## src/hdl/sadc_pkg.sv

```systemverilog
// Package with shared timing constants, states and codes for the converter control link.
package sadc_pkg;

  // ----------------------------------------------------------------
  // Timing figures and derived cycle counts at 200 MHz.
  // ----------------------------------------------------------------
  localparam int CLK_PS = 5000;
  localparam int CONV_PULSE_MIN_NS = 40;
  localparam int CONV_PULSE_MAX_NS = 7000;
  localparam int SEL_SETUP_NS = 10;
  localparam int CONV_TIME_NS = 7600;
  localparam int DATA_VALID_MAX_NS = 8000;
  localparam int BUSY_AFTER_DATA_NS = 50;
  localparam int OLD_DATA_NS = 7000;
  localparam int CONV_SPACING_NS = 10000;
  localparam int CONV_PULSE_MIN_CYC = (CONV_PULSE_MIN_NS * 1000 + CLK_PS - 1) / CLK_PS;
  localparam int CONV_PULSE_MAX_CYC = (CONV_PULSE_MAX_NS * 1000) / CLK_PS;
  localparam int SEL_SETUP_CYC = (SEL_SETUP_NS * 1000 + CLK_PS - 1) / CLK_PS;
  localparam int CONV_TIME_CYC = (CONV_TIME_NS * 1000) / CLK_PS;
  localparam int DATA_VALID_MAX_CYC = (DATA_VALID_MAX_NS * 1000) / CLK_PS;
  localparam int BUSY_AFTER_DATA_CYC = (BUSY_AFTER_DATA_NS * 1000 + CLK_PS - 1) / CLK_PS;
  localparam int OLD_DATA_CYC = (OLD_DATA_NS * 1000) / CLK_PS;
  localparam int CONV_SPACING_CYC = (CONV_SPACING_NS * 1000 + CLK_PS - 1) / CLK_PS;
  localparam int TIMEOUT_CYC = DATA_VALID_MAX_CYC + CONV_PULSE_MAX_CYC;
  localparam int CNT_W = 13;

  // ----------------------------------------------------------------
  // Reset values and result codes.
  // ----------------------------------------------------------------
  localparam logic [15:0] RESULT_RESET = 16'h0000;
  localparam logic [15:0] CODE_POS_FULL = 16'h7FFF;
  localparam logic [15:0] CODE_NEG_FULL = 16'h8000;

  typedef enum logic [1:0] {
    SADC_DEV_IDLE = 2'b00,
    SADC_DEV_CONV = 2'b01,
    SADC_DEV_DONE = 2'b10
  } sadc_dev_state_t;

  typedef enum logic [2:0] {
    SADC_HST_IDLE = 3'b000,
    SADC_HST_SETUP = 3'b001,
    SADC_HST_PULSE = 3'b010,
    SADC_HST_WAIT = 3'b011,
    SADC_HST_RDHI = 3'b100,
    SADC_HST_RDLO = 3'b101,
    SADC_HST_GAP = 3'b110
  } sadc_host_state_t;

  // Saturating clamp of a signed sample into the 16-bit result code.
  function automatic logic [15:0] sadc_clamp(input logic signed [17:0] v);
    if (v > 18'sd32767) begin
      sadc_clamp = CODE_POS_FULL;
    end else if (v < -18'sd32768) begin
      sadc_clamp = CODE_NEG_FULL;
    end else begin
      sadc_clamp = v[15:0];
    end
  endfunction

endpackage

```

## src/hdl/sadc_if.sv

```systemverilog
// Interface carrying the pins between host controller and converter.
`timescale 1ns/100ps
interface sadc_if;
  logic cs_n;
  logic rd_conv;
  logic byte_sel;
  logic busy_n;
  logic [7:0] result_bus_o;
  logic result_bus_oe_n;

  modport dev (
    input cs_n,
    input rd_conv,
    input byte_sel,
    output busy_n,
    output result_bus_o,
    output result_bus_oe_n
  );

  modport host (
    output cs_n,
    output rd_conv,
    output byte_sel,
    input busy_n,
    input result_bus_o,
    input result_bus_oe_n
  );
endinterface

```

## src/hdl/sadc_sync.sv

```systemverilog
// Two-flop synchroniser for pin inputs.
`timescale 1ns/100ps
module sadc_sync #(
  parameter int W = 1
) (
  // Clock and reset.
  input wire logic sys_clk,
  input wire logic reset,
  // Data.
  input wire logic [W-1:0] d,
  output logic [W-1:0] q
);
  logic [W-1:0] meta_reg;

  // First stage feeds only the second stage.
  always_ff @(posedge sys_clk or posedge reset) begin
    if (reset) begin
      meta_reg <= '0;
      q <= '0;
    end else begin
      meta_reg <= d;
      q <= meta_reg;
    end
  end
endmodule

```

## src/hdl/sadc_host.sv

```systemverilog
// Host end: issues conversions, waits for busy, reads both bytes.
`timescale 1ns/100ps
module sadc_host (
  // Clock and reset.
  input wire logic sys_clk,
  input wire logic reset,
  // Pins toward the converter.
  sadc_if.host pins,
  // User side.
  input wire logic start_i,
  output logic done_o,
  output logic error_o,
  output logic [15:0] data_o
);

  typedef struct packed {
    sadc_pkg::sadc_host_state_t st;
    logic [12:0] cnt;
    logic cs_n;
    logic rd_conv;
    logic byte_sel;
    logic [15:0] data;
    logic done;
    logic err;
  } sadc_host_reg_t;

  sadc_host_reg_t h_reg;
  sadc_host_reg_t h_next;
  logic [8:0] in_s;

  sadc_sync #(.W(9)) u_sync (
    .sys_clk(sys_clk),
    .reset(reset),
    .d({pins.busy_n, pins.result_bus_o}),
    .q(in_s)
  );

  // ----------------------------------------------------------------
  // Next-state logic.
  // ----------------------------------------------------------------
  always_comb begin
    h_next = h_reg;
    h_next.done = 1'b0;
    h_next.cnt = h_reg.cnt + 13'd1;
    case (h_reg.st)
      sadc_pkg::SADC_HST_IDLE: begin
        if (start_i && in_s[8]) begin
          h_next.st = sadc_pkg::SADC_HST_SETUP;
          h_next.rd_conv = 1'b0;
          h_next.cnt = '0;
          h_next.err = 1'b0;
        end
      end
      sadc_pkg::SADC_HST_SETUP: begin
        if (h_reg.cnt == 13'(sadc_pkg::SEL_SETUP_CYC)) begin
          h_next.cs_n = 1'b0;
          h_next.st = sadc_pkg::SADC_HST_PULSE;
          h_next.cnt = '0;
        end
      end
      sadc_pkg::SADC_HST_PULSE: begin
        if (h_reg.cnt == 13'(sadc_pkg::CONV_PULSE_MIN_CYC)) begin
          h_next.cs_n = 1'b1;
          h_next.rd_conv = 1'b1;
          h_next.st = sadc_pkg::SADC_HST_WAIT;
          h_next.cnt = '0;
        end
      end
      sadc_pkg::SADC_HST_WAIT: begin
        // Bus stays untouched during conversion to keep noise out.
        if (in_s[8] && h_reg.cnt > 13'd4) begin
          h_next.st = sadc_pkg::SADC_HST_RDHI;
          h_next.cs_n = 1'b0;
          h_next.byte_sel = 1'b0;
          h_next.cnt = '0;
        end else if (h_reg.cnt == 13'(sadc_pkg::TIMEOUT_CYC)) begin
          h_next.err = 1'b1;
          h_next.st = sadc_pkg::SADC_HST_GAP;
          h_next.cnt = '0;
        end
      end
      sadc_pkg::SADC_HST_RDHI: begin
        // Byte settle covers pin delay, device register and our sync.
        if (h_reg.cnt == 13'd6) begin
          h_next.data[15:8] = in_s[7:0];
          h_next.byte_sel = 1'b1;
          h_next.st = sadc_pkg::SADC_HST_RDLO;
          h_next.cnt = '0;
        end
      end
      sadc_pkg::SADC_HST_RDLO: begin
        if (h_reg.cnt == 13'd6) begin
          h_next.data[7:0] = in_s[7:0];
          h_next.cs_n = 1'b1;
          h_next.done = 1'b1;
          h_next.st = sadc_pkg::SADC_HST_GAP;
        end
      end
      sadc_pkg::SADC_HST_GAP: begin
        // Spacing between requests lets acquisition settle.
        if (h_reg.cnt >= 13'(sadc_pkg::CONV_SPACING_CYC)) begin
          h_next.st = sadc_pkg::SADC_HST_IDLE;
        end
      end
      default: begin
        h_next.st = sadc_pkg::SADC_HST_IDLE;
      end
    endcase
  end

  // ----------------------------------------------------------------
  // State register.
  // ----------------------------------------------------------------
  always_ff @(posedge sys_clk or posedge reset) begin
    if (reset) begin
      h_reg <= '{st: sadc_pkg::SADC_HST_IDLE, cnt: '0, cs_n: 1'b1, rd_conv: 1'b1, byte_sel: 1'b0,
                 data: sadc_pkg::RESULT_RESET, done: 1'b0, err: 1'b0};
    end else begin
      h_reg <= h_next;
    end
  end

  assign pins.cs_n = h_reg.cs_n;
  assign pins.rd_conv = h_reg.rd_conv;
  assign pins.byte_sel = h_reg.byte_sel;
  assign done_o = h_reg.done;
  assign error_o = h_reg.err;
  assign data_o = h_reg.data;

endmodule

```

## src/flat_wrapper.sv

```systemverilog
// flat-port wrapper written by rule: the top's interface ports become plain ports
module sadc_host_flat 
  (sys_clk, reset, start_i, done_o, error_o, data_o, pins_cs_n, pins_rd_conv, pins_byte_sel, pins_busy_n, pins_result_bus_o, pins_result_bus_oe_n);
  sadc_if pins_i ();
  input wire logic sys_clk;
  input wire logic reset;
  input wire logic start_i;
  output logic done_o;
  output logic error_o;
  output logic [15:0] data_o;
  output wire logic [$bits(pins_i.cs_n)-1:0] pins_cs_n;
  output wire logic [$bits(pins_i.rd_conv)-1:0] pins_rd_conv;
  output wire logic [$bits(pins_i.byte_sel)-1:0] pins_byte_sel;
  input wire logic [$bits(pins_i.busy_n)-1:0] pins_busy_n;
  input wire logic [$bits(pins_i.result_bus_o)-1:0] pins_result_bus_o;
  input wire logic [$bits(pins_i.result_bus_oe_n)-1:0] pins_result_bus_oe_n;
  assign pins_cs_n = pins_i.cs_n;
  assign pins_rd_conv = pins_i.rd_conv;
  assign pins_byte_sel = pins_i.byte_sel;
  assign pins_i.busy_n = pins_busy_n;
  assign pins_i.result_bus_o = pins_result_bus_o;
  assign pins_i.result_bus_oe_n = pins_result_bus_oe_n;
  sadc_host u_core (.sys_clk(sys_clk), .reset(reset), .pins(pins_i), .start_i(start_i), .done_o(done_o), .error_o(error_o), .data_o(data_o));
endmodule
```

## config.mk

```make
export PLATFORM = sky130hd
export DESIGN_NAME = sadc_host_flat
export DESIGN_NICKNAME = d
export VERILOG_FILES = /design/src/hdl/sadc_pkg.sv /design/src/hdl/sadc_if.sv /design/src/hdl/sadc_sync.sv /design/src/hdl/sadc_host.sv /design/src/flat_wrapper.sv
export SDC_FILE = /design/constraint.sdc
export NUM_CORES = 1
export LEC_CHECK = 0
export BUFFER_PORTS_ARGS = -buffer_cell sky130_fd_sc_hd__buf_4
export CORE_MARGIN = 4
export CORE_UTILIZATION = 50
export CTS_CLUSTER_DIAMETER = 80
export DETAILED_ROUTE_END_ITERATION = 10
export PLACE_DENSITY = 0.74
export SYNTH_ARGS = -nofsm -noshare
export SYNTH_HDL_FRONTEND = slang
export SYNTH_SLANG_ARGS = --single-unit
```

## constraint.sdc

```tcl
create_clock -name sys_clk -period 1.9 [get_ports sys_clk]
set_input_delay 0.095 -clock sys_clk [delete_from_list [all_inputs] [get_ports sys_clk]]
set_output_delay 0.095 -clock sys_clk [all_outputs]
set_load 0.005 [all_outputs]
```

# Word-level counts from Yosys, hierarchy flattened

Index checks and enable logic that the tools add are counted.

Input bits: 13
Output and inout bits: 21
Register bits after elaboration: 55
Logic and storage cells: 70

Order comparisons: 2
Equality and inequality tests: 20
Muxes and demuxes: 22
Reductions and logical operators: 14
$add $sub $neg: 1

Operators with widths:

| cell                                                  | number |
|---|---|
| one-hot mux 13 bit (5 select lines)                   | 1 |
| two-way mux 16 bit                                    | 4 |
| one-hot mux 3 bit (7 select lines)                    | 1 |
| two-way mux 18 bit                                    | 1 |
| two-way mux 17 bit                                    | 1 |
| != test 2 x 1 -> 1 bit, second input constant         | 8 |
| adder 13 x 1 -> 13 bit, second input constant         | 1 |
| == test 13 x 12 -> 1 bit, second input constant       | 1 |
| == test 13 x 2 -> 1 bit, second input constant        | 1 |
| == test 13 x 3 -> 1 bit, second input constant        | 1 |
| == test 13 x 4 -> 1 bit, second input constant        | 1 |
| >= comparator 13 x 11 -> 1 bit, second input constant | 1 |
| > comparator 13 x 3 -> 1 bit, second input constant   | 1 |
| == test 3 bit, second input constant                  | 3 |
| two-way mux 9 bit                                     | 1 |
| two-way mux 1 bit                                     | 7 |
| AND reduction 7 bit                                   | 1 |
| == test 3 x 2 -> 1 bit, second input constant         | 2 |
| two-way mux 3 bit                                     | 2 |
| one-hot mux 1 bit (2 select lines)                    | 3 |
| AND reduction 3 bit                                   | 2 |
| nonzero test 2 bit                                    | 3 |
| AND reduction 5 bit                                   | 1 |
| one-hot mux 1 bit (4 select lines)                    | 1 |
| other kinds (8)                                       | 10 |

# Longest topological paths before layout

Depth in word-level cells: 4
Mapped depth: 9
Gate-level depth less buffers: 8

# Modules after synthesis

Synthesis repeated with hierarchy kept, for this count alone.

Cells, all modules: 205
Area, all modules: 2407.3 um^2

By module, submodules not included:

| module    | instances | area each (um^2) | sequential area each (um^2) | cells each |
|---|---|---|---|---|
| sadc_host | 1         | 1953.1           | 928.4                       | 186 |
| sadc_sync | 1         | 454.2            | 450.4                       | 19 |

# Least setup slack after synthesis

No wires, ideal clock.

Path kind: register to register
Start point: register u_core.h_reg[25] (netlist name)
End point: register u_core.h_reg (netlist bit u_core.data_o[10])
Period minus slack after synthesis: 2.076 ns
Stages on the path, launching flop included: 6
Buffers on the path: 0
Setup time: 0.125 ns
Required time: 1.775 ns
Path slack: -0.176 ns
Arrival time: 1.951 ns
Cells stage by stage: dfrtp_1 nor4_4 nand2_1 or3_4 nor3_1 mux2_2

Longest elaborated chain between the ends: 2

RTL lines:

| what                                 | line             | text |
|---|---|---|
| from (decl)                          | sadc_host.sv:27  | `sadc_host_reg_t h_reg;` |
| from (signal assigned)               | sadc_host.sv:116 | `h_reg <= '{st: sadc_pkg::SADC_HST_IDLE, cnt: '0, cs_n: 1'b1, rd_conv: 1'b1, byte_sel: 1'b0,` |
| from (signal assigned)               | sadc_host.sv:119 | `h_reg <= h_next;` |
| == test 13 x 3 -> 1 bit              | sadc_host.sv:84  | `if (h_reg.cnt == 13'd6) begin` |
| AND reduction 2 bit (no source line) | -                |  |

No other way between the ends.
A chain may end at the register's enable or synchronous reset.

# Worst setup path after layout

Start point: register u_core.h_reg[22] (netlist name)
End point: register u_core.h_reg[35] (netlist name)

Longest elaborated chain between the ends: 4
Elaborated cells between the ends (all ways): 16
Classes of those cells: order compare (2); eq/ne (10); mux (2); reduce/logical (2)

RTL lines:

| what                                                                                              | line            | text |
|---|---|---|
| > comparator 13 x 3 -> 1 bit                                                                      | sadc_host.sv:71 | `if (in_s[8] && h_reg.cnt > 13'd4) begin` |
| logical AND 1 bit                                                                                 | sadc_host.sv:71 |  |
| != test 3 x 1 -> 1 bit (no source line) / two-way mux 16 bit (equally long branches)              | -               |  |
| AND reduction 7 bit (no source line) / one-hot mux 3 bit (7 select lines) (equally long branches) | -               |  |

Parallel ways exist; a longest one is shown, timed or not.

==> impl_metrics.csv <==
group,metric,value,unit
global_route,grt_max_degree,29,
floorplanning,core_region_area,4723,um2
critical_path,setup.worst_path.start_class,"register",
critical_path,endpoint_kind,"register",
status,violations,"setup timing",
power_and_ir_drop,switching_power,1.006,mW
cts,number_of_clock_buffers_inserted_by_tritoncts,5,
min_path,hp-start,"start_i",
cells_and_area,final_non_filler_cell_area,3099,um2
min_path,hold_depth,6,
cells_and_area,antenna_cells,0,
power_and_ir_drop,cellLeakagePower,1.533,nW
cts,cts_max_path_buffers,2,
placement,placement.cell_area,2878,um2
power_and_ir_drop,cell_internal_pwr,2.179,mW
floorplanning,fp.dieH,78.05,um
global_route,antenna_found_initial,0,
synthesis,synth-seq-area-share,56.20,%
timing,timing.slew.headroom,61.94,%
placement,placement.io_buffers,32,
floorplanning,die_area,6092,um2
global_route,vias_in_the_first_global_route,1678,
critical_path,worst_reg2reg_path_startpoint,"u_core.h_reg[22]",
global_route,grt-ovfl-total,0,
cells_and_area,nNetsFinal,287,
cells_and_area,fill_cells,349,
drt,drt_first_iter_violations,153,
floorplanning,std_cell_rows,25,
critical_path,ff2ff_path_depth,7,
timing,finalSetupViolCount,27,
global_route,global_route_wire_length_before_repair,7907,um
cells_and_area,area.growth.synth_to_final,26.31,%
run,maxCapViolCount,0,
cts,cts_root_buf,"clkbuf_8",
synthesis,postSynthRegisterBits,55,
synthesis,synth_area_per_cell,11.63,um2
min_path,timing.hold.worst.class,"input pin to register",
drt,vias,1725,
timing,timing_worst_slew_pin_value,0.5701,ns
cts,tritoncts_num_sinks,55,
cts,h_tree_lvl_count,2,
status,run_status,"complete, but fails checks",
floorplanning,start_util,51.95,%
cells_and_area,sequential_cell_area,1380,um2
timing,fmax,0.4660,GHz
power_and_ir_drop,share_comb_of_total_power,34.5,%
drt,route.detailed.wl_per_inst,13.81,um
drt,drtAntennaViolNets,0,
floorplanning,die-width,78.05,um
timing,setup_repair_after_global_routing_missed_its_margin,"yes",
critical_path,worst-endpoint-required,2.09,ns
power_and_ir_drop,netSwitchingFraction,31.59,%
critical_path,crit_type,"register to register",
power_and_ir_drop,irDropWorstVdd,750.4,uV
power_and_ir_drop,power-per-cell-area,1028,nW/um2
timing,finalWorstSetupSlack,-0.2458,ns
timing,finalCriticalPeriod,2.146,ns
timing,worst_clock_skew,0.01183,ns
timing,report.final.slew_viol_count,0,
synthesis,mappedNetlistNets,227,
synthesis,post_synth_num_cell_types,46,
drt,totalWireLength,4683,um
synthesis,post_synth_inst_count,211,
critical_path,crit_fanout,4,
drt,number_of_detailed_routing_iterations_run_before_antenna_repair,4,
floorplanning,num_io_pins,34,
timing,report.final.hold_viol_count,0,
drt,drt_drc_violations_left,0,
placement,routability_congestion,0.8746,
cts,worst_skew_pair.late_latency,0.30,ns
timing,final.setup.tns,-2.493,ns
synthesis,synth.yosys.warnings,0,
critical_path,worst_ep_arrival,2.34,ns
cts,clk_pin_slew,0.10,ns
min_path,hold_end,"u_core.error_o",
critical_path,crit-reg2reg-capture,"u_core.h_reg[35]",
drt,mean_number_of_vias_per_cell,5.088,
power_and_ir_drop,clockPowerShare,19.8,%
global_route,grt_util_all_layers,16.22,%
placement,dpl_hpwl,3404,um
cells_and_area,layout-drive-gt1-share,40.44,%
timing,post_route_fraction_of_the_period_consumed_by_the_critical_path,112.9,%
cells_and_area,multiInputGateArea,918.4,um2
critical_path,reg2reg_slack,-0.25,ns
cts,cts_tree,"done",
synthesis,mappedNetlistArea,2454,um2
power_and_ir_drop,seq_power_share,45.7,%
-- power by group through the flow --
stage | sequential (mW) | combinational, mW | clock [mW]
after floorplan | 1.43 | 0.750 | 0
after global placement | 1.47 | 1.02 | 0
after detailed placement | 1.48 | 1.04 | 0
after CTS | 1.46 | 1.09 | 0.651
after global routing | 1.48 | 1.21 | 0.705
final | 1.46 | 1.10 | 0.631
-- worst max-delay path, stage by stage, from the launching register on --
cell and delay, ns:
dfrtp_1 0.42, ha_2 0.19, and3b_2 0.19, nand2_1 0.06, or3_4 0.39, o2bb2ai_2 0.15, a211o_1 0.33, mux2_4 0.31
-- cells in the mapped netlist (all sizes together) --
cell type / n / area, um2
dfrtp: 53 / 1326
nor2: 24 / 90.09
buf: 20 / 145.1
nand2: 20 / 75.07
mux2: 17 / 195.2
nand3: 8 / 40.04
xor2: 7 / 61.31
nor3: 5 / 30.03
nand2b: 4 / 25.02
o21ai: 4 / 20.02
xnor2: 4 / 35.03
and3: 3 / 20.02
clkbuf: 3 / 21.27
ha: 3 / 37.54
inv: 3 / 11.26
nand4: 3 / 18.77
or3: 3 / 25.03
a21o: 2 / 17.52
a31oi: 2 / 12.51
and3b: 2 / 18.77
dfstp: 2 / 52.55
nor2b: 2 / 12.51
nor4: 2 / 27.53
o21a: 2 / 15.01
a211o: 1 / 8.760
a21oi: 1 / 5.000
a311oi: 1 / 15.01
maj3: 1 / 10.01
nand3b: 1 / 7.510
nor3b: 1 / 7.510
o22ai: 1 / 6.260
o2bb2ai: 1 / 15.01
o311ai: 1 / 8.760
o32a: 1 / 10.01
o32ai: 1 / 8.760
or2b: 1 / 8.760
or4: 1 / 8.760
-- placed cells by master (no fill, tap or decap), types with 3 or more instances in the layout --
cell type	synthesis	routed
buf_4	18	63
dfrtp_1	53	52
nor2_1	24	24
nand2_1	20	20
mux2_2	16	13
dlygate4sd3_1	0	10
nand3_1	8	8
xor2_1	7	7
clkbuf_8	1	5
mux2_4	1	4
xnor2_1	4	4
nand2b_1	4	3
nor3_1	4	3
o21ai_0	4	3
nand4_1	3	3
-- how the worst max path moves through the flow --
stage                     start                to  slack, ns
6_report       u_core.h_reg[22]  u_core.h_reg[35]      -0.25
5_1_grt        u_core.h_reg[31]  u_core.h_reg[35]      -0.30
2_1_floorplan  u_core.h_reg[25]  u_core.h_reg[35]      -0.16
3_5_place_dp   u_core.h_reg[25]  u_core.h_reg[35]      -0.17
4_1_cts        u_core.h_reg[25]  u_core.h_reg[35]      -0.19
3_3_place_gp   u_core.h_reg[25]  u_core.h_reg[35]      -0.13
-- cells by family (layout without fill, tap and decap cells) --
kind of cell	count (synthesis)	after routing	synth area share [%]
fa+ha+maj	4	4	1.938
flops	55	55	56.20
simple gates	80	80	16.93
buf+inv	26	87	7.241
compound gates	18	18	5.813
xor+xnor	11	11	3.926
mux	17	17	7.955
-- repair_timing --
action                                  4_1_cts  5_1_grt
gates resized for setup                       5        4
hold endpoints to repair                     34        0
hold buffers                                 10        0
pin swaps                                     1        4
buffers inserted                              1        0
endpoints found under the setup margin       33       34
-- stage by stage --
step	cells	utilization (%)	hold WS (ns)	setup WS, ns	power, mW
6_report	339	65.62	0.2799	-0.2458	3.185
5_1_grt	339	65.62	0.2971	-0.3035	3.392
4_1_cts	339	65.51	0.2551	-0.1903	3.197
3_5_place_dp	320	60.93	0.1964	-0.1743	2.521
3_3_place_gp	320	60.93	0.1971	-0.1330	2.489
2_1_floorplan	211	-	0.1264	-0.1592	2.185
-- metal layers --
metal / wire [um] / vias up / GRT usage (%)
li1: - / 822 / -
met1: 2038 / 855 / 22.20
met2: 2415 / 44 / 27.05
met3: 189 / 4 / 2.523
met4: 40 / 0 / 4.371
met5: 0 / - / 0
-- area by class of cell --
type | count | share of cell area (%)
clock inverters | 2 | 0.5652
flip-flops and latches | 55 | 44.53
repair buffers | 76 | 19.86
well taps | 67 | 2.705
multi-input cells | 130 | 29.63
clock buffers | 6 | 2.342
inverters | 3 | 0.3633
Note: power is estimated with default switching activity, not from simulation.
